### src/logic/radio_frame_map.svh
`ifndef RADIO_FRAME_MAP_SVH
`define RADIO_FRAME_MAP_SVH
// Register indexes; byte address is four times the index
`define IDX_ENERGY_RESULT      8'h3a
`define IDX_ENERGY_CTRL        8'h41
`define IDX_TX_PRE_HIGH        8'h42
`define IDX_TX_PRE_LOW         8'h43
`define IDX_POSTAMBLE_CFG      8'h44
`define IDX_SYNC_COND_CFG      8'h45
`define IDX_SYNC_THRESHOLD     8'h46
`define IDX_IRQ_STATUS         8'h50
`define IDX_IRQ_ENABLE         8'h51
`define IDX_IRQ_CLEAR          8'h52
// Reset values
`define RST_ENERGY_CTRL        8'h83
`define RST_TX_PRE_HIGH        8'h00
`define RST_TX_PRE_LOW         8'h10
`define RST_POSTAMBLE_CFG      8'h10
`define RST_SYNC_COND_CFG      8'h08
`define RST_SYNC_THRESHOLD     8'h00
// Field positions
`define BIT_CALC_ENABLE        7
`define BIT_CALC_COMPLETE      4
`define BIT_CAPTURE_MODE       3
`define AVG_MSB                2
`define TRAILER_LEN_MSB        6
`define TRAILER_LEN_LSB        4
`define TRAILER_PAT_MSB        2
`define TRAILER_PAT_LSB        1
`define BIT_TRAILER_EN         0
`define BIT_SYNC_ENERGY_EN     7
`define RX_PRE_LEN_MSB         5
`define RX_PRE_MAX             6'h20
// Interrupt status bits
`define IRQ_ENERGY_DONE        0
`define IRQ_SYNC_FOUND         1
`define IRQ_TX_DONE            2
`endif

### src/logic/radio_frame_pkg.sv
package radio_frame_pkg;
  typedef enum logic [1:0] {
    TX_IDLE     = 2'b00,
    TX_PREAMBLE = 2'b01,
    TX_PAYLOAD  = 2'b11,
    TX_TRAILER  = 2'b10
  } tx_state_t;
  typedef logic [2:0] irq_vec_t;
endpackage

### src/logic/radio_frame_energy_sync_ctrl.sv
// Chosen here: the APB register port.
`timescale 1ns/1ps
`default_nettype none
`include "radio_frame_map.svh"
module radio_frame_energy_sync_ctrl #(
  parameter int SYNC_BITS = 32
) (
  input  wire logic                  SYS_CLK,
  input  wire logic                  SYS_RST,
  input  wire logic                  PSEL,
  input  wire logic                  PENABLE,
  input  wire logic                  PWRITE,
  input  wire logic [11:0]           PADDR,
  input  wire logic [31:0]           PWDATA,
  output logic      [31:0]           PRDATA,
  output logic                       PREADY,
  output logic                       PSLVERR,
  input  wire logic                  RADIO_RX_ON,
  input  wire logic [7:0]            ENERGY_SAMPLE,
  input  wire logic                  ENERGY_SAMPLE_VALID,
  input  wire logic                  RX_BIT,
  input  wire logic                  RX_BIT_VALID,
  input  wire logic [SYNC_BITS-1:0]  SYNC_WORD,
  input  wire logic                  RX_FIFO_READ,
  output logic                       SYNC_DETECT,
  input  wire logic                  TX_START,
  input  wire logic                  TX_BIT_TICK,
  input  wire logic                  TX_PAYLOAD_BIT,
  input  wire logic                  TX_PAYLOAD_LAST,
  output logic                       TX_PAYLOAD_READ,
  output logic                       TX_DATA,
  output logic                       TX_DATA_VALID,
  output logic                       TX_BUSY,
  output radio_frame_pkg::irq_vec_t  IRQ_PENDING,
  output logic                       INTERRUPT
);
  import radio_frame_pkg::*;

  if (SYNC_BITS < 8 || SYNC_BITS > 32) begin : g_bad_sync
    $error("SYNC_BITS must lie between 8 and 32");
  end

  // Register file
  logic [7:0]     energy_ctrl;
  logic [7:0]     pre_high;
  logic [7:0]     pre_low;
  logic [7:0]     post_cfg;
  logic [7:0]     sync_cfg;
  logic [7:0]     sync_threshold;
  logic [7:0]     energy_result;
  irq_vec_t       irq_status;
  irq_vec_t       irq_enable;

  wire        apb_access = PSEL && PENABLE && !PREADY;
  wire        apb_commit = PSEL && PENABLE && PREADY;
  wire [7:0]  reg_index  = PADDR[9:2];
  wire        addr_high  = |PADDR[11:10];
  wire        sel_result = !addr_high && reg_index == `IDX_ENERGY_RESULT;
  wire        sel_ectrl  = !addr_high && reg_index == `IDX_ENERGY_CTRL;
  wire        sel_prehi  = !addr_high && reg_index == `IDX_TX_PRE_HIGH;
  wire        sel_prelo  = !addr_high && reg_index == `IDX_TX_PRE_LOW;
  wire        sel_post   = !addr_high && reg_index == `IDX_POSTAMBLE_CFG;
  wire        sel_sync   = !addr_high && reg_index == `IDX_SYNC_COND_CFG;
  wire        sel_thr    = !addr_high && reg_index == `IDX_SYNC_THRESHOLD;
  wire        sel_ist    = !addr_high && reg_index == `IDX_IRQ_STATUS;
  wire        sel_ien    = !addr_high && reg_index == `IDX_IRQ_ENABLE;
  wire        sel_iclr   = !addr_high && reg_index == `IDX_IRQ_CLEAR;
  wire        mapped     = sel_result | sel_ectrl | sel_prehi | sel_prelo | sel_post |
                           sel_sync | sel_thr | sel_ist | sel_ien | sel_iclr;
  wire        wr         = apb_commit && PWRITE && mapped;
  // Reserved bits are dropped on write so they keep reading as zero
  wire [7:0]  ectrl_wmask = 8'h8f;
  wire [7:0]  post_wmask  = 8'h77;
  wire [7:0]  sync_wmask  = 8'hbf;

  logic       calc_complete;
  wire [7:0]  ectrl_view = {energy_ctrl[7:5], calc_complete, energy_ctrl[3:0]};
  wire [7:0]  read_mux   = sel_result ? energy_result :
                           sel_ectrl  ? ectrl_view :
                           sel_prehi  ? pre_high :
                           sel_prelo  ? pre_low :
                           sel_post   ? post_cfg :
                           sel_sync   ? sync_cfg :
                           sel_thr    ? sync_threshold :
                           sel_ist    ? {5'h00, irq_status} :
                           sel_ien    ? {5'h00, irq_enable} : 8'h00;

  // Answer one cycle into the access phase
  always_ff @(posedge SYS_CLK) begin
    if (SYS_RST) begin
      PREADY  <= 1'b0;
      PSLVERR <= 1'b0;
      PRDATA  <= 32'h0000_0000;
    end else begin
      PREADY  <= apb_access;
      PSLVERR <= apb_access && !mapped;
      if (apb_access) begin
        PRDATA <= (PWRITE || !mapped) ? 32'h0000_0000 : {24'h000000, read_mux};
      end
    end
  end

  always_ff @(posedge SYS_CLK) begin
    if (SYS_RST) begin
      energy_ctrl    <= `RST_ENERGY_CTRL;
      pre_high       <= `RST_TX_PRE_HIGH;
      pre_low        <= `RST_TX_PRE_LOW;
      post_cfg       <= `RST_POSTAMBLE_CFG;
      sync_cfg       <= `RST_SYNC_COND_CFG;
      sync_threshold <= `RST_SYNC_THRESHOLD;
      irq_enable     <= 3'h0;
    end else if (wr) begin
      if (sel_ectrl) energy_ctrl <= PWDATA[7:0] & ectrl_wmask & 8'hef;
      if (sel_prehi) pre_high <= PWDATA[7:0];
      if (sel_prelo) pre_low <= PWDATA[7:0];
      if (sel_post) post_cfg <= PWDATA[7:0] & post_wmask;
      if (sel_sync) sync_cfg <= PWDATA[7:0] & sync_wmask;
      if (sel_thr) sync_threshold <= PWDATA[7:0];
      if (sel_ien) irq_enable <= PWDATA[2:0];
    end
  end

  // Energy averaging
  wire        calc_enable   = energy_ctrl[`BIT_CALC_ENABLE];
  wire        capture_mode  = energy_ctrl[`BIT_CAPTURE_MODE];
  wire [2:0]  avg_code      = energy_ctrl[`AVG_MSB:0];
  wire        calc_active   = calc_enable && RADIO_RX_ON;
  wire [2:0]  avg_shift     = (avg_code <= 3'h5) ? avg_code : 3'h4;
  wire [5:0]  avg_last      = 6'((6'h01 << avg_shift) - 6'h01);
  logic [12:0] energy_sum;
  logic [5:0]  sample_count;
  logic [7:0]  energy_avg;
  logic [7:0]  sync_capture;
  wire         window_end   = calc_active && ENERGY_SAMPLE_VALID && sample_count == avg_last;
  wire [12:0]  window_total = energy_sum + {5'h00, ENERGY_SAMPLE};
  wire [12:0]  window_mean  = window_total >> avg_shift;

  always_ff @(posedge SYS_CLK) begin
    if (SYS_RST || !calc_active) begin
      energy_sum   <= 13'h0000;
      sample_count <= 6'h00;
    end else if (ENERGY_SAMPLE_VALID) begin
      energy_sum   <= window_end ? 13'h0000 : window_total;
      sample_count <= window_end ? 6'h00 : sample_count + 6'h01;
    end
  end

  always_ff @(posedge SYS_CLK) begin
    if (SYS_RST) begin
      calc_complete <= 1'b0;
      energy_avg    <= 8'h00;
    end else if (window_end) begin
      calc_complete <= 1'b1;
      energy_avg    <= window_mean[7:0];
    end else if (calc_active && ENERGY_SAMPLE_VALID && sample_count == 6'h00) begin
      calc_complete <= 1'b0;
    end
  end

  // Reported result: live, or captured at sync and released by a FIFO read
  always_ff @(posedge SYS_CLK) begin
    if (SYS_RST) begin
      sync_capture  <= 8'h00;
      energy_result <= 8'h00;
    end else begin
      if (SYNC_DETECT) sync_capture <= energy_avg;
      if (!capture_mode && window_end) begin
        energy_result <= window_mean[7:0];
      end else if (capture_mode && RX_FIFO_READ) begin
        energy_result <= sync_capture;
      end
    end
  end

  // Sync correlator over preamble extension plus sync word
  logic [SYNC_BITS+31:0] rx_history;
  logic                  rx_fresh;
  wire [5:0]  pre_len_raw  = sync_cfg[`RX_PRE_LEN_MSB:0];
  wire [5:0]  pre_len      = (pre_len_raw > `RX_PRE_MAX) ? `RX_PRE_MAX : pre_len_raw;
  wire [32:0] pre_mask_w   = 33'((33'h1 << pre_len) - 33'h1);
  wire [31:0] pre_mask     = pre_mask_w[31:0];
  // Preamble ahead of the sync word is the alternating pattern ending in one
  wire [31:0] pre_err      = (rx_history[SYNC_BITS+31:SYNC_BITS] ^ 32'h5555_5555) & pre_mask;
  wire        word_match   = rx_history[SYNC_BITS-1:0] == SYNC_WORD && pre_err == 32'h0000_0000;
  wire        energy_ok    = !sync_cfg[`BIT_SYNC_ENERGY_EN] || energy_avg > sync_threshold;
  wire        sync_hit     = rx_fresh && RADIO_RX_ON && word_match && energy_ok;

  always_ff @(posedge SYS_CLK) begin
    if (SYS_RST) begin
      rx_history  <= '0;
      rx_fresh    <= 1'b0;
      SYNC_DETECT <= 1'b0;
    end else begin
      if (RX_BIT_VALID) rx_history <= {rx_history[SYNC_BITS+30:0], RX_BIT};
      rx_fresh    <= RX_BIT_VALID;
      SYNC_DETECT <= sync_hit;
    end
  end

  // Transmit framing
  tx_state_t  tx_state;
  tx_state_t  next_tx_state;
  logic [16:0] bit_index;
  logic [1:0]  last_bits;
  logic        tx_done;
  wire [16:0] pre_total    = {pre_high, pre_low, 1'b0};
  wire [2:0]  trailer_len  = post_cfg[`TRAILER_LEN_MSB:`TRAILER_LEN_LSB];
  wire [1:0]  trailer_pat  = post_cfg[`TRAILER_PAT_MSB:`TRAILER_PAT_LSB];
  wire        trailer_on   = post_cfg[`BIT_TRAILER_EN] && trailer_len != 3'h0;
  wire [16:0] post_total   = {13'h0000, trailer_len, 1'b0};
  wire        crc_bit      = bit_index[1] ^ (bit_index[0] ? last_bits[0] : last_bits[1]);
  // Reserved code 11 falls back to the code 00 pattern
  wire        trailer_bit  = (trailer_pat == 2'b01) ? !bit_index[0] :
                             (trailer_pat == 2'b10) ? crc_bit : bit_index[0];
  wire        pre_end      = bit_index == pre_total - 17'h1;
  wire        post_end     = bit_index == post_total - 17'h1;

  always_comb begin
    next_tx_state = tx_state;
    unique case (tx_state)
      TX_IDLE:     if (TX_START) next_tx_state = (pre_total == 17'h0) ? TX_PAYLOAD : TX_PREAMBLE;
      TX_PREAMBLE: if (TX_BIT_TICK && pre_end) next_tx_state = TX_PAYLOAD;
      TX_PAYLOAD:  if (TX_BIT_TICK && TX_PAYLOAD_LAST) next_tx_state = trailer_on ? TX_TRAILER : TX_IDLE;
      TX_TRAILER:  if (TX_BIT_TICK && post_end) next_tx_state = TX_IDLE;
    endcase
  end

  always_ff @(posedge SYS_CLK) begin
    if (SYS_RST) begin
      tx_state        <= TX_IDLE;
      bit_index       <= 17'h0;
      last_bits       <= 2'b00;
      TX_DATA         <= 1'b0;
      TX_DATA_VALID   <= 1'b0;
      TX_PAYLOAD_READ <= 1'b0;
      TX_BUSY         <= 1'b0;
      tx_done         <= 1'b0;
    end else begin
      tx_state        <= next_tx_state;
      TX_BUSY         <= next_tx_state != TX_IDLE;
      TX_DATA_VALID   <= TX_BIT_TICK && tx_state != TX_IDLE;
      TX_PAYLOAD_READ <= TX_BIT_TICK && tx_state == TX_PAYLOAD;
      tx_done         <= tx_state != TX_IDLE && next_tx_state == TX_IDLE;
      if (next_tx_state != tx_state) begin
        bit_index <= 17'h0;
      end else if (TX_BIT_TICK) begin
        bit_index <= bit_index + 17'h1;
      end
      if (TX_BIT_TICK) begin
        unique case (tx_state)
          TX_PREAMBLE: TX_DATA <= bit_index[0];
          TX_PAYLOAD: begin
            TX_DATA   <= TX_PAYLOAD_BIT;
            last_bits <= {last_bits[0], TX_PAYLOAD_BIT};
          end
          TX_TRAILER:  TX_DATA <= trailer_bit;
          TX_IDLE:     TX_DATA <= 1'b0;
        endcase
      end
    end
  end

  // Interrupts: set beats a simultaneous clear so no event is lost
  wire [2:0] irq_events = {tx_done, SYNC_DETECT, window_end};
  wire [2:0] irq_clear  = (wr && sel_iclr) ? PWDATA[2:0] : 3'h0;

  always_ff @(posedge SYS_CLK) begin
    if (SYS_RST) begin
      irq_status  <= 3'h0;
      IRQ_PENDING <= 3'h0;
      INTERRUPT   <= 1'b0;
    end else begin
      irq_status  <= (irq_status & ~irq_clear) | irq_events;
      IRQ_PENDING <= irq_status & irq_enable;
      INTERRUPT   <= |(irq_status & irq_enable);
    end
  end

  a_calc_gated: assert property (@(posedge SYS_CLK) disable iff (SYS_RST)
    !calc_active |=> energy_sum == 13'h0 && sample_count == 6'h0)
    else $error("energy accumulated while calculation stopped");
  a_done_flag: assert property (@(posedge SYS_CLK) disable iff (SYS_RST)
    window_end |=> ectrl_view[4])
    else $error("completion flag not set after window");
  a_live_result: assert property (@(posedge SYS_CLK) disable iff (SYS_RST)
    window_end && !capture_mode |=> energy_result == $past(window_mean[7:0]))
    else $error("live energy result not refreshed");
  a_capture_hold: assert property (@(posedge SYS_CLK) disable iff (SYS_RST)
    capture_mode && !RX_FIFO_READ |=> $stable(energy_result))
    else $error("captured result changed without fifo read");
  a_avg_limit: assert property (@(posedge SYS_CLK) disable iff (SYS_RST)
    calc_active && ENERGY_SAMPLE_VALID && avg_code > 3'h5 |-> sample_count <= 6'h0f)
    else $error("averaging window exceeds sixteen");
  a_preamble_len: assert property (@(posedge SYS_CLK) disable iff (SYS_RST)
    tx_state == TX_PREAMBLE |-> bit_index < pre_total)
    else $error("preamble ran past programmed length");
  a_trailer_len: assert property (@(posedge SYS_CLK) disable iff (SYS_RST)
    tx_state == TX_TRAILER |-> bit_index < post_total)
    else $error("postamble ran past programmed length");
  a_trailer_enable: assert property (@(posedge SYS_CLK) disable iff (SYS_RST)
    tx_state == TX_PAYLOAD && !post_cfg[0] |=> tx_state != TX_TRAILER)
    else $error("postamble sent while disabled");
  a_sync_energy: assert property (@(posedge SYS_CLK) disable iff (SYS_RST)
    SYNC_DETECT && $past(sync_cfg[7]) |-> $past(energy_avg) > $past(sync_threshold))
    else $error("sync declared below energy threshold");
  a_sync_match: assert property (@(posedge SYS_CLK) disable iff (SYS_RST)
    SYNC_DETECT |-> $past(pre_err) == 32'h0 && $past(pre_len) <= 6'h20)
    else $error("sync declared with preamble mismatch");
  a_irq_sticky: assert property (@(posedge SYS_CLK) disable iff (SYS_RST)
    SYNC_DETECT |=> irq_status[1])
    else $error("sync event lost from status");
  a_reserved_zero: assert property (@(posedge SYS_CLK) disable iff (SYS_RST)
    energy_ctrl[6:4] == 3'h0 && post_cfg[7] == 1'b0 && post_cfg[3] == 1'b0 && sync_cfg[6] == 1'b0)
    else $error("reserved control bit set");
  c_sync: cover property (@(posedge SYS_CLK) disable iff (SYS_RST) SYNC_DETECT);
  c_trailer: cover property (@(posedge SYS_CLK) disable iff (SYS_RST) tx_state == TX_TRAILER ##1 tx_state == TX_IDLE);
  c_capture: cover property (@(posedge SYS_CLK) disable iff (SYS_RST) capture_mode && RX_FIFO_READ);
endmodule
`default_nettype wire

### config.mk
export PLATFORM = sky130hd
export DESIGN_NAME = radio_frame_energy_sync_ctrl
export DESIGN_NICKNAME = d
export VERILOG_FILES = /design/src/logic/radio_frame_pkg.sv /design/src/logic/radio_frame_energy_sync_ctrl.sv
export VERILOG_INCLUDE_DIRS = /design/src /design/src/logic
export SDC_FILE = /design/constraint.sdc
export NUM_CORES = 1
export LEC_CHECK = 0
export ABC_CLOCK_PERIOD_IN_PS = 4000
export BUFFER_PORTS_ARGS = -buffer_cell sky130_fd_sc_hd__buf_4
export CORE_ASPECT_RATIO = 1.75
export CORE_MARGIN = 3
export CORE_UTILIZATION = 35
export DETAILED_ROUTE_END_ITERATION = 12
export GPL_TIMING_DRIVEN = 1
export PLACE_DENSITY = 0.61
export SLEW_MARGIN = 0
export SYNTH_ARGS = -nofsm -noshare
export SYNTH_HDL_FRONTEND = slang
export SYNTH_SLANG_ARGS = --single-unit
export TNS_END_PERCENT = 50
### constraint.sdc
create_clock -name SYS_CLK -period 4 [get_ports SYS_CLK]
set_input_delay 0.2 -clock SYS_CLK [delete_from_list [all_inputs] [get_ports SYS_CLK]]
set_output_delay 0.2 -clock SYS_CLK [all_outputs]
set_load 0.01 [all_outputs]
=== Word level (Yosys, flattened, before mapping) ===
Index checks and enable logic that the tools add are counted.
Widths: inputs -> output; s select.

* Equality and inequality tests: 20
* Multiplexer cells: 30
* Shift-type cells: 3
* Add/sub/neg operators: 7
* Reduce and logical (&&, ||, !) cells: 65
* Bitwise logic cells: 16
* Magnitude comparators: 3

{| class="wikitable"
|+ Operators by type and width
! cell !! count
|-
| $mux 8 || 10
|-
| $eq 8x7->1 const B || 9
|-
| $eq 17x17->1 || 2
|-
| $logic_and 1x1->1 || 34
|-
| $and 32x32->32 || 1
|-
| $eq 32x32->1 || 1
|-
| $logic_not 32->1 || 1
|-
| $shl 1x6->32 const A || 1
|-
| $sub 32x1->32 const B || 1
|-
| $add 17x1->17 const B || 1
|-
| $logic_not 17->1 || 1
|-
| $sub 17x1->17 const B || 1
|-
| $not 16->16 || 1
|-
| $reduce_and 2->1 || 8
|-
| $add 13x8->13 || 1
|-
| $mux 13 || 1
|-
| $shr 13x3->8 || 1
|-
| $mux 2 || 6
|-
| $mux 3 || 4
|-
| $mux 6 || 2
|-
| $or 1x1->1 || 9
|-
| $eq 8x6->1 const B || 1
|-
| $gt 8x8->1 || 1
|-
| $pmux 2 s4 || 1
|-
| 24 further kinds || 45
|}

* Register bits after elaboration: 222
* Input bits: 98
* Word-level logic and storage cells: 174
* Output and inout port bits: 43

=== Logic depth before layout (Yosys ltp) ===
Gate-level depths: netlist of the first run.

* Word-level depth: 18
* Gate-level depth with buffers: 13
* Depth with buffers taken out: 11

=== Least setup slack after synthesis of the first run ===
No wires, ideal clock.

* Path kind: reg-to-reg
* Start point: register energy_ctrl[0]
* End point: register energy_result[5]
* Cell stages (with the launch flop): 13
* Path slack: 1020 ps
* Buffers on the path: 2
* Clock period less this slack: 2980 ps
* Library setup time: 83 ps
* Data required time: 3917 ps
* Data arrival time: 2897 ps
* Path through: dfxtp_1 > clkbuf_1 > nor2b_1 > clkbuf_1 > nand2_1 > ha_1 > xnor2_1 > nor4_1 > a211oi_1 > nor3_1 > nand2_1 > or4_1 > o221ai_1

* Word-level cells in the longest chain between the ends: 8
* Elaborated cells on any way between the ends: 10
* Those cells by class: 1 x add/sub; 1 x order compare; 1 x eq/ne; 2 x shift; 2 x mux; 3 x reduce/logical

{| class="wikitable"
|+ RTL lines
! item !! RTL line !! source
|-
| from (decl) || radio_frame_energy_sync_ctrl.sv:44 || <nowiki>logic [7:0] energy_ctrl;</nowiki>
|-
| from (signal assigned) || radio_frame_energy_sync_ctrl.sv:105 || <nowiki>energy_ctrl <= `RST_ENERGY_CTRL;</nowiki>
|-
| from (signal assigned) || radio_frame_energy_sync_ctrl.sv:113 || <nowiki>if (sel_ectrl) energy_ctrl <= PWDATA[7:0] & ectrl_wmask & 8'hef;</nowiki>
|-
| $le 3x3->1 || radio_frame_energy_sync_ctrl.sv:128 || <nowiki>wire [2:0] avg_shift = (avg_code <= 3'h5) ? avg_code : 3'h4;</nowiki>
|-
| $mux 3 (*) || radio_frame_energy_sync_ctrl.sv:128 ||
|-
| $shl 1x3->6 || radio_frame_energy_sync_ctrl.sv:129 || <nowiki>wire [5:0] avg_last = 6'((6'h01 << avg_shift) - 6'h01);</nowiki>
|-
| $sub 6x1->6 || radio_frame_energy_sync_ctrl.sv:129 ||
|-
| $eq 6x6->1 || radio_frame_energy_sync_ctrl.sv:134 || <nowiki>wire window_end = calc_active && ENERGY_SAMPLE_VALID && sample_count == avg_last;</nowiki>
|-
| $logic_and 1x1->1 || radio_frame_energy_sync_ctrl.sv:134 ||
|-
| $logic_and 1x1->1 || radio_frame_energy_sync_ctrl.sv:167 || <nowiki>if (!capture_mode && window_end) begin</nowiki>
|-
| $mux 8 or $reduce_bool 2->1 (tied branches) || -- ||
|-
| to (signal assigned) || radio_frame_energy_sync_ctrl.sv:168 || <nowiki>energy_result <= window_mean[7:0];</nowiki>
|-
| to (signal assigned) || radio_frame_energy_sync_ctrl.sv:170 || <nowiki>energy_result <= sync_capture;</nowiki>
|-
| to (decl) || radio_frame_energy_sync_ctrl.sv:50 || <nowiki>logic [7:0] energy_result;</nowiki>
|}

Every way passes the cells marked *; elsewhere a longest branch is shown, timed or not.
A chain may end at the register's enable or synchronous reset.

=== Worst setup path in the final report of the first run ===
* Start point: register energy_sum[0]
* End point: register energy_result[7]

* Word-level cells in the longest chain between the ends: 3

{| class="wikitable"
|+ RTL lines
! item !! RTL line !! source
|-
| from (decl) || radio_frame_energy_sync_ctrl.sv:130 || <nowiki>logic [12:0] energy_sum;</nowiki>
|-
| from (signal assigned) || radio_frame_energy_sync_ctrl.sv:143 || <nowiki>energy_sum <= window_end ? 13'h0000 : window_total;</nowiki>
|-
| $add 13x8->13 || radio_frame_energy_sync_ctrl.sv:135 || <nowiki>wire [12:0] window_total = energy_sum + {5'h00, ENERGY_SAMPLE};</nowiki>
|-
| $shr 13x3->8 || radio_frame_energy_sync_ctrl.sv:136 || <nowiki>wire [12:0] window_mean = window_total >> avg_shift;</nowiki>
|-
| $mux 8 || radio_frame_energy_sync_ctrl.sv:167 ||
|}

Every way passes these cells.

==> impl_metrics.prom, run 1 <==
# TYPE chip_impl_metric gauge
chip_impl_info{name="worstPathCellList",value="ha_1 > inv_1 > fa_1 > nand2b_1 > a21oi_1 > buf_4 > o21a_1 > xnor2_1 > mux2i_1 > a2111oi_0 > a211oi_1"} 1
chip_impl_metric{name="pre_cts_ws",unit="ns"} 0.693
chip_impl_metric{name="die_width",unit="um"} 145
chip_impl_metric{name="cap_viol_max_count",unit=""} 0
chip_impl_metric{name="vias_per_cell",unit=""} 5.51
chip_impl_metric{name="floorplan.initialDensity",unit="%"} 35.6
chip_impl_info{name="synth.top_cells.by_area",value="dfxtp_1 34%, mux2i_1 8.3%, nor2_1 5.4%"} 1
chip_impl_metric{name="setup_tns_final",unit="ns"} 0
chip_impl_metric{name="net-switching-power",unit="mW"} 1.04
chip_impl_metric{name="grt_antenna_before_repair",unit=""} 0
chip_impl_info{name="tritoncts",value="built"} 1
chip_impl_metric{name="postSynthAreaPerCell",unit="um2"} 8.11
chip_impl_metric{name="floorplan.die_area",unit="mm2"} 0.0360
chip_impl_metric{name="final_core_util",unit="%"} 40.1
chip_impl_metric{name="async_flop_share",unit="%"} 0
chip_impl_metric{name="placement_rows",unit=""} 88
chip_impl_metric{name="synth_top_area_share",unit="%"} 33.6
chip_impl_metric{name="gpl.final_weighted_congestion",unit=""} 0.907
chip_impl_metric{name="min_path_cells",unit=""} 3
chip_impl_info{name="critPathKind",value="reg2reg"} 1
chip_impl_metric{name="vias",unit=""} 10700
chip_impl_metric{name="cts.htree.levels",unit=""} 4
chip_impl_info{name="cpMaxStageDelayCell",value="a2111oi_0"} 1
chip_impl_metric{name="p_leak",unit="nW"} 4.90
chip_impl_metric{name="r2r_setup_slack",unit="ns"} 0.72
chip_impl_metric{name="postSynthRegisterBits",unit=""} 198
chip_impl_metric{name="multi_input_logic_area",unit="mm2"} 0.00717
chip_impl_metric{name="synth_cell_type_count",unit=""} 82
chip_impl_metric{name="final_antenna_net_count",unit=""} 0
chip_impl_metric{name="synthToLayoutAreaGrowth",unit="%"} 12.8
chip_impl_metric{name="route.detailed.drc",unit=""} 0
chip_impl_metric{name="fin_crit",unit="ns"} 3.28
chip_impl_metric{name="first_iter_violations",unit=""} 458
chip_impl_metric{name="pin_count_of_the_biggest_net_entering_global_routing",unit=""} 97
chip_impl_metric{name="post-place-cells",unit=""} 1906
chip_impl_info{name="netlist.top_cell.by_area",value="dfxtp_1"} 1
chip_impl_metric{name="cell_internal_pwr",unit="mW"} 3.07
chip_impl_metric{name="wl_per_cell",unit="um"} 17.7
chip_impl_metric{name="seq_area_frac_synth",unit="%"} 33.6
chip_impl_metric{name="synth_area",unit="mm2"} 0.0118
chip_impl_info{name="ctsRootBufferMaster",value="clkbuf_16"} 1
chip_impl_metric{name="ff_latch_area",unit="mm2"} 0.00396
chip_impl_metric{name="cp_data_required_time",unit="ns"} 4.30
chip_impl_metric{name="max_slew.worst_pin.slew",unit="ns"} 1.04
chip_impl_metric{name="timing.final.crit_share",unit="%"} 82.1
chip_impl_metric{name="peakVddDrop",unit="V"} 0.000303
chip_impl_metric{name="critPathBufInv",unit=""} 2
chip_impl_metric{name="track_usage",unit="%"} 18.8
chip_impl_metric{name="first_global_vias",unit=""} 10300
chip_impl_metric{name="fin_worst_setup_slack",unit="ns"} 0.716
chip_impl_info{name="dominant_register_cell_in_the_synthesized_netlist",value="dfxtp_1"} 1
chip_impl_metric{name="worst_r2r_path_depth",unit=""} 11
chip_impl_info{name="crit_path_start_kind",value="flip-flop"} 1
chip_impl_metric{name="dieHeight",unit="um"} 249
chip_impl_metric{name="comb_power_share",unit="%"} 8.3
chip_impl_metric{name="numClockSinks",unit=""} 198
chip_impl_metric{name="drive_gt1_share",unit="%"} 11.9
chip_impl_info{name="synthTopCellsByCount",value="198 x dfxtp_1, 169 x nor2_1, 132 x nand2_1"} 1
chip_impl_info{name="critPathTopFamily",value="compound AO/OA/AOI/OAI gates"} 1
chip_impl_info{name="grt_setup_unrepaired",value="false"} 1
chip_impl_metric{name="floorplan.core_area",unit="mm2"} 0.0331
chip_impl_metric{name="worst-path-max-fanout",unit=""} 8
chip_impl_metric{name="cts-root-to-sink-buffers",unit=""} 2
chip_impl_metric{name="switching_share",unit="%"} 25.3
chip_impl_metric{name="instances_no_fill",unit=""} 1941
chip_impl_metric{name="cts_buffers",unit=""} 17
chip_impl_metric{name="routed_wl",unit="um"} 34300
chip_impl_metric{name="synth_enable_flop_cells",unit=""} 0
chip_impl_metric{name="nFillCells",unit=""} 3380
chip_impl_metric{name="layout.nets",unit=""} 1602
chip_impl_metric{name="cts_repair_resize_count",unit=""} 0
chip_impl_info{name="yosys.cell_count.top_type",value="dfxtp_1"} 1
chip_impl_info{name="timing.hold.worst.class",value="in2reg"} 1
chip_impl_metric{name="worst_setup_hold_path_clk_slew",unit="ns"} 0.08
chip_impl_metric{name="grt_remaining_overflow",unit=""} 0
chip_impl_metric{name="power.sequential.fraction",unit="%"} 48.4
chip_impl_metric{name="i_o_pin_cnt",unit=""} 141
chip_impl_metric{name="worst_slew_margin_rel",unit="%"} 30.6
chip_impl_metric{name="io_buffers",unit=""} 90
chip_impl_metric{name="synthesis.instances",unit=""} 1453
chip_impl_metric{name="maximum_clock_frequency",unit="GHz"} 0.304
chip_impl_metric{name="worst-endpoint-arrival",unit="ns"} 3.58
chip_impl_metric{name="critical-path-max-stage-delay",unit="ns"} 0.73
chip_impl_info{name="r2r-end",value="energy_result[7]$_SDFFE_PP0P_"} 1
chip_impl_metric{name="yosysWarnings",unit=""} 0
chip_impl_info{name="critical_path.endpoint_type",value="flip-flop"} 1
chip_impl_metric{name="pwr-share-clk",unit="%"} 43.3
chip_impl_info{name="status",value="finished clean"} 1
chip_impl_metric{name="worst_skew_pair.late_latency",unit="ns"} 0.46
chip_impl_metric{name="antenna_cells",unit=""} 0
chip_impl_metric{name="slew_violations",unit=""} 0
chip_impl_info{name="min_from",value="PWDATA[6]"} 1
chip_impl_metric{name="setup_viol_count_final",unit=""} 0
chip_impl_metric{name="place_hpwl",unit="um"} 25700
chip_impl_metric{name="skew",unit="ns"} 0.0107
chip_impl_info{name="holdPathEnd",value="pre_low[6]$_SDFFE_PP0P_"} 1
chip_impl_metric{name="hold_fails_final_rpt",unit=""} 0
chip_impl_info{name="r2r-start",value="energy_sum[0]$_SDFFE_PP0P_"} 1
chip_impl_metric{name="pwr_per_cell_area",unit="mW/mm2"} 309
chip_impl_metric{name="dr.pass1.iters",unit=""} 5
chip_impl_metric{name="grt_first_pass_wirelength",unit="um"} 54800
power groups by stage:
stage               registers (mW)  logic [mW]  clock network, mW
floorplan                     2.03       0.233                  0
global placement              2.04       0.337                  0
detailed placement            2.04       0.339                  0
CTS                           1.99       0.343               1.83
global route                  1.99       0.375               1.90
finish                        1.99       0.343               1.78
state kept, by name (all words and copies together) (netlist names), 2 cells and up:
signal and count:
sync_capture 8, sync_threshold 8, pre_low 8, irq_enable 3, PRDATA 8, energy_ctrl 5, last_bits 2, tx_state 2
IRQ_PENDING 3, rx_history 64, sync_cfg 7, pre_high 8, bit_index 17, energy_avg 8, post_cfg 6, sample_count 6
energy_sum 13, irq_status 3, energy_result 8
final cells by class:
type	count	area share (%)
multi-input combinational	1110	53.9
sequential	198	29.8
timing repair buffer	114	6.49
tap	450	4.23
clock buffer	18	3.30
clock inverter	14	1.26
inverter	37	1.04
cell usage in the layout, fill, tap and decap left out, types with 6 or more instances in the layout:
cell type	instances
a211oi_1	32
a211oi_2	11
a21oi_1	103
a221oi_1	9
a22oi_1	11
a311oi_1	7
a31oi_1	11
a32oi_1	6
and3_1	14
and4_1	7
buf_4	111
clkbuf_16	17
conb_1	24
dfxtp_1	198
ha_1	25
inv_1	35
mux2_2	8
mux2i_1	98
nand2_1	132
nand2b_1	19
nand3_1	69
nand4_1	20
nand4b_1	7
nor2_1	169
nor2b_1	14
nor3_1	29
nor4_1	12
nor4b_1	6
o211ai_1	8
o21ai_0	43
o22ai_1	7
o31ai_1	6
or3_1	11
xnor2_1	60
xor2_1	30
cells by family after synthesis:
| family | synth area share, % |
|---|---|
| and+or+nand+nor | 22.4 |
| AOI/OAI and AO/OA | 18.6 |
| DFF | 33.6 |
| other | 0.0318 |
| buffers and inverters | 6.31 |
| adders and majority gates | 2.82 |
| xor gates and xnor gates | 6.69 |
| muxes | 9.47 |
worst min-delay path: stages:
cell	delay (ns)
buf_4	0.14
nand3_1	0.07
a21oi_1	0.05
metal layers:
| layer | track usage (%) | share of wire, % |
|---|---|---|
| met3 | 3.21 | 3.5 |
| met5 | 0 | 0 |
| met4 | 8.16 | 3.7 |
| met2 | 34.6 | 54 |
| met1 | 20.7 | 39 |
worst max-delay path by stage:
stage	cells past startpoint	start	to	slack, ns
3_5_place_dp	11	sync_cfg[4]$_SDFFE_PP0P_	SYNC_DETECT$_SDFF_PP0_	0.69
4_1_cts	11	sync_cfg[4]$_SDFFE_PP0P_	SYNC_DETECT$_SDFF_PP0_	0.68
3_3_place_gp	11	energy_sum[0]$_SDFFE_PP0P_	energy_result[7]$_SDFFE_PP0P_	0.77
5_1_grt	11	sync_cfg[1]$_SDFFE_PP0P_	SYNC_DETECT$_SDFF_PP0_	0.39
2_1_floorplan	12	energy_ctrl[0]$_SDFFE_PP1P_	energy_result[5]$_SDFFE_PP0P_	1.02
6_report	11	energy_sum[0]$_SDFFE_PP0P_	energy_result[7]$_SDFFE_PP0P_	0.72
per-stage QoR:
step | total power [mW] | hold slack (ns) | area [um2]
5_1_grt | 4.26 | 0.0480 | 13300
4_1_cts | 4.17 | 0.0342 | 13300
3_3_place_gp | 2.37 | 0.430 | 12700
2_1_floorplan | 2.26 | 0.325 | 11900
3_5_place_dp | 2.38 | 0.433 | 12700
6_report | 4.12 | 0.0577 | 13300
timing repair:
item	4_1_cts	5_1_grt
hold buffers	3	0
hold endpoints to repair	6	0
buffers inserted	0	0
(Power assumes the default switching activity.)
==> inputs of run 2 (changes only) <==
ABC_CLOCK_PERIOD_IN_PS = 3110   (was 4000)
clock period = 3.11 ns   (was 4 ns; I/O delays follow)
==> run 2 against run 1 <==
Largest power group unchanged. Clock power increased by 33%. Largest cell class unchanged. Clock skew increased by 0.00057 ns. Cell area increased by 2.2%. Sequential power increased by 29%. Sequential share of layout area decreased by 0.64 points. Highest routed layer unchanged. Setup slack got worse by 0.52 ns. First-iteration DRC count increased by 16%. Maximum frequency increased by 13%.
==> impl_metrics.prom, run 2 (synthesis gave the netlist of run 1 again) <==
# TYPE chip_impl_metric gauge
chip_impl_info{name="timing.critical_path.to",value="energy_result[5]$_SDFFE_PP0P_"} 1
chip_impl_metric{name="io_buffers",unit=""} 90
chip_impl_metric{name="vias_per_cell",unit=""} 5.44
chip_impl_info{name="tritoncts",value="built"} 1
chip_impl_metric{name="pin_count_of_the_biggest_net_entering_global_routing",unit=""} 147
chip_impl_info{name="r2r-end",value="energy_result[5]$_SDFFE_PP0P_"} 1
chip_impl_info{name="largestRegisters",value="rx_history: 64 flops, bit_index: 17 flops, energy_sum: 13 flops"} 1
chip_impl_metric{name="skew",unit="ns"} 0.0113
chip_impl_metric{name="cap_viol_max_count",unit=""} 0
chip_impl_metric{name="cp_data_required_time",unit="ns"} 3.48
chip_impl_metric{name="worst_skew_pair.late_latency",unit="ns"} 0.46
chip_impl_info{name="register_with_the_most_flip_flops",value="rx_history"} 1
chip_impl_info{name="critPathKind",value="reg2reg"} 1
chip_impl_metric{name="i_o_pin_cnt",unit=""} 141
chip_impl_metric{name="vias",unit=""} 10700
chip_impl_info{name="status",value="finished clean"} 1
chip_impl_metric{name="worst-endpoint-arrival",unit="ns"} 3.28
chip_impl_metric{name="layout.nets",unit=""} 1634
chip_impl_metric{name="final_antenna_net_count",unit=""} 0
chip_impl_metric{name="route.detailed.drc",unit=""} 0
chip_impl_metric{name="wl_per_cell",unit="um"} 17.8
chip_impl_metric{name="design_power_total",unit="mW"} 5.38
chip_impl_metric{name="floorplan.die_area",unit="mm2"} 0.0360
chip_impl_metric{name="postCtsSetupRepairBufs",unit=""} 0
chip_impl_metric{name="maximum_clock_frequency",unit="GHz"} 0.344
chip_impl_metric{name="die_width",unit="um"} 145
chip_impl_metric{name="routed_wl",unit="um"} 35100
chip_impl_metric{name="grt_remaining_overflow",unit=""} 0
chip_impl_metric{name="worst_setup_hold_path_clk_slew",unit="ns"} 0.07
chip_impl_metric{name="synthToLayoutAreaGrowth",unit="%"} 15.3
chip_impl_metric{name="dieHeight",unit="um"} 249
chip_impl_metric{name="setup_tns_final",unit="ns"} 0
chip_impl_metric{name="largest_reg_flops",unit=""} 64
chip_impl_metric{name="setup_viol_count_final",unit=""} 0
chip_impl_metric{name="place_hpwl",unit="um"} 26400
chip_impl_metric{name="first_iter_violations",unit=""} 533
chip_impl_metric{name="worst_slew_margin_rel",unit="%"} 29.2
chip_impl_metric{name="first_global_vias",unit=""} 10400
chip_impl_metric{name="cts-root-to-sink-buffers",unit=""} 2
chip_impl_metric{name="min_path_cells",unit=""} 3
chip_impl_metric{name="p_leak",unit="nW"} 5.07
chip_impl_metric{name="r2r_setup_slack",unit="ns"} 0.20
chip_impl_metric{name="peakVddDrop",unit="V"} 0.000371
chip_impl_metric{name="antenna_cells",unit=""} 0
chip_impl_metric{name="cts.htree.levels",unit=""} 4
chip_impl_info{name="ctsRootBufferMaster",value="clkbuf_16"} 1
chip_impl_metric{name="numClockSinks",unit=""} 198
chip_impl_metric{name="gpl.final_weighted_congestion",unit=""} 0.899
chip_impl_metric{name="grt_antenna_before_repair",unit=""} 0
chip_impl_metric{name="max_slew.worst_pin.slew",unit="ns"} 1.06
chip_impl_metric{name="floorplan.core_area",unit="mm2"} 0.0331
chip_impl_info{name="crit_path_start_kind",value="flip-flop"} 1
chip_impl_info{name="mostFrequentLayoutCell",value="dfxtp_1"} 1
chip_impl_info{name="grt_setup_unrepaired",value="false"} 1
chip_impl_metric{name="track_usage",unit="%"} 19.3
chip_impl_metric{name="dr.pass1.iters",unit=""} 5
chip_impl_metric{name="pwr_per_cell_area",unit="mW/mm2"} 396
chip_impl_metric{name="fin_crit",unit="ns"} 2.91
chip_impl_info{name="r2r-start",value="energy_sum[0]$_SDFFE_PP0P_"} 1
chip_impl_info{name="critical_path.endpoint_type",value="flip-flop"} 1
chip_impl_metric{name="floorplan.initialDensity",unit="%"} 35.6
chip_impl_metric{name="worst-path-max-fanout",unit=""} 4
chip_impl_metric{name="worst_r2r_path_depth",unit=""} 10
chip_impl_metric{name="timing.final.crit_share",unit="%"} 93.6
chip_impl_info{name="layout_common_cells",value="198 x dfxtp_1, 169 x nor2_1, 139 x buf_4"} 1
chip_impl_metric{name="hold_fails_final_rpt",unit=""} 0
chip_impl_info{name="crit_start",value="energy_sum[0]$_SDFFE_PP0P_"} 1
chip_impl_metric{name="cts_buffers",unit=""} 17
chip_impl_metric{name="slew_violations",unit=""} 0
chip_impl_metric{name="placement_rows",unit=""} 88
chip_impl_metric{name="grt_first_pass_wirelength",unit="um"} 55600
chip_impl_info{name="timing.hold.worst.class",value="in2reg"} 1
chip_impl_metric{name="drive_gt1_share",unit="%"} 13.5
run 2: cell count changes in the layout (fill, tap and decap cells not counted), moves of 2 or more:
| cell | previous run | this run |
|---|---|---|
| inv_8 | 2 | 0 |
| dlygate4sd3_1 | 3 | 6 |
| clkinvlp_4 | 5 | 2 |
| buf_4 | 111 | 139 |
| clkinv_4 | 1 | 3 |
| bufinv_16 | 2 | 4 |
run 2: metrics by stage:
step                      hold slack (ns)  util [%]  setup slack, ns  area, um2  instances
after CTS                        0.000450      41.0            0.180      13600       1971
after detailed placement            0.410      38.9            0.204      12900       1935
after global routing               0.0128      41.0           0.0206      13600       1971
after floorplan                     0.281         -            0.130      11900       1476
after global placement              0.408      38.9            0.198      12900       1935
final                              0.0244      41.0            0.200      13600       1971
run 2: how the worst min path moves through the flow:
stage | from | endpoint | slack, ns
6_report | PWDATA[3] | sync_cfg[3]$_SDFFE_PP1P_ | 0.02
2_1_floorplan | PWDATA[4] | post_cfg[4]$_SDFFE_PP1P_ | 0.28
3_5_place_dp | RX_BIT | rx_history[0]$_SDFFE_PP0P_ | 0.41
4_1_cts | PWDATA[3] | sync_cfg[3]$_SDFFE_PP1P_ | 0.0005
5_1_grt | PWDATA[3] | pre_low[3]$_SDFFE_PP0P_ | 0.01
3_3_place_gp | TX_PAYLOAD_BIT | last_bits[0]$_SDFFE_PP0P_ | 0.41
run 2: area by class of cell:
type	instances	area (um2)
Clock buffer	19	443
Clock inverter	11	175
Fill cell	3353	19500
Inverter	37	139
Multi-Input combinational cell	1110	7190
Sequential cell	198	3960
Tap cell	450	563
Timing Repair Buffer	146	1120
run 2: layer usage:
| metal | track usage, % | up-vias | part of all wire (%) |
|---|---|---|---|
| met5 | 0 | - | 0 |
| met4 | 8.48 | 0 | 4.0 |
| met3 | 2.90 | 72 | 3.4 |
| met2 | 35.8 | 233 | 54 |
| met1 | 21.3 | 5124 | 39 |
| li1 | - | 5287 | - |
run 2: critical path, cell delays in order, from the launching register on:
cell and delay, ns:
dfxtp_1 0.34, ha_1 0.20, inv_1 0.06, fa_1 0.39
nand2b_1 0.21, a21oi_1 0.29, o21a_1 0.22, xnor2_1 0.14
a311o_1 0.40, or4_1 0.48, o221ai_1 0.09
run 2: power breakdown:
group / internal [mW] / switching [mW]
Clock: 1.36 / 0.998
Sequential: 2.55 / 0.0143
Combinational: 0.192 / 0.265
Total: 4.10 / 1.28
run 2: timing repair:
action | 4_1_cts | 5_1_grt
setup endpoints to repair | 0 | 2
endpoints found under the hold margin | 7 | 0
gates resized for setup | 0 | 4
hold buffers | 6 | 0
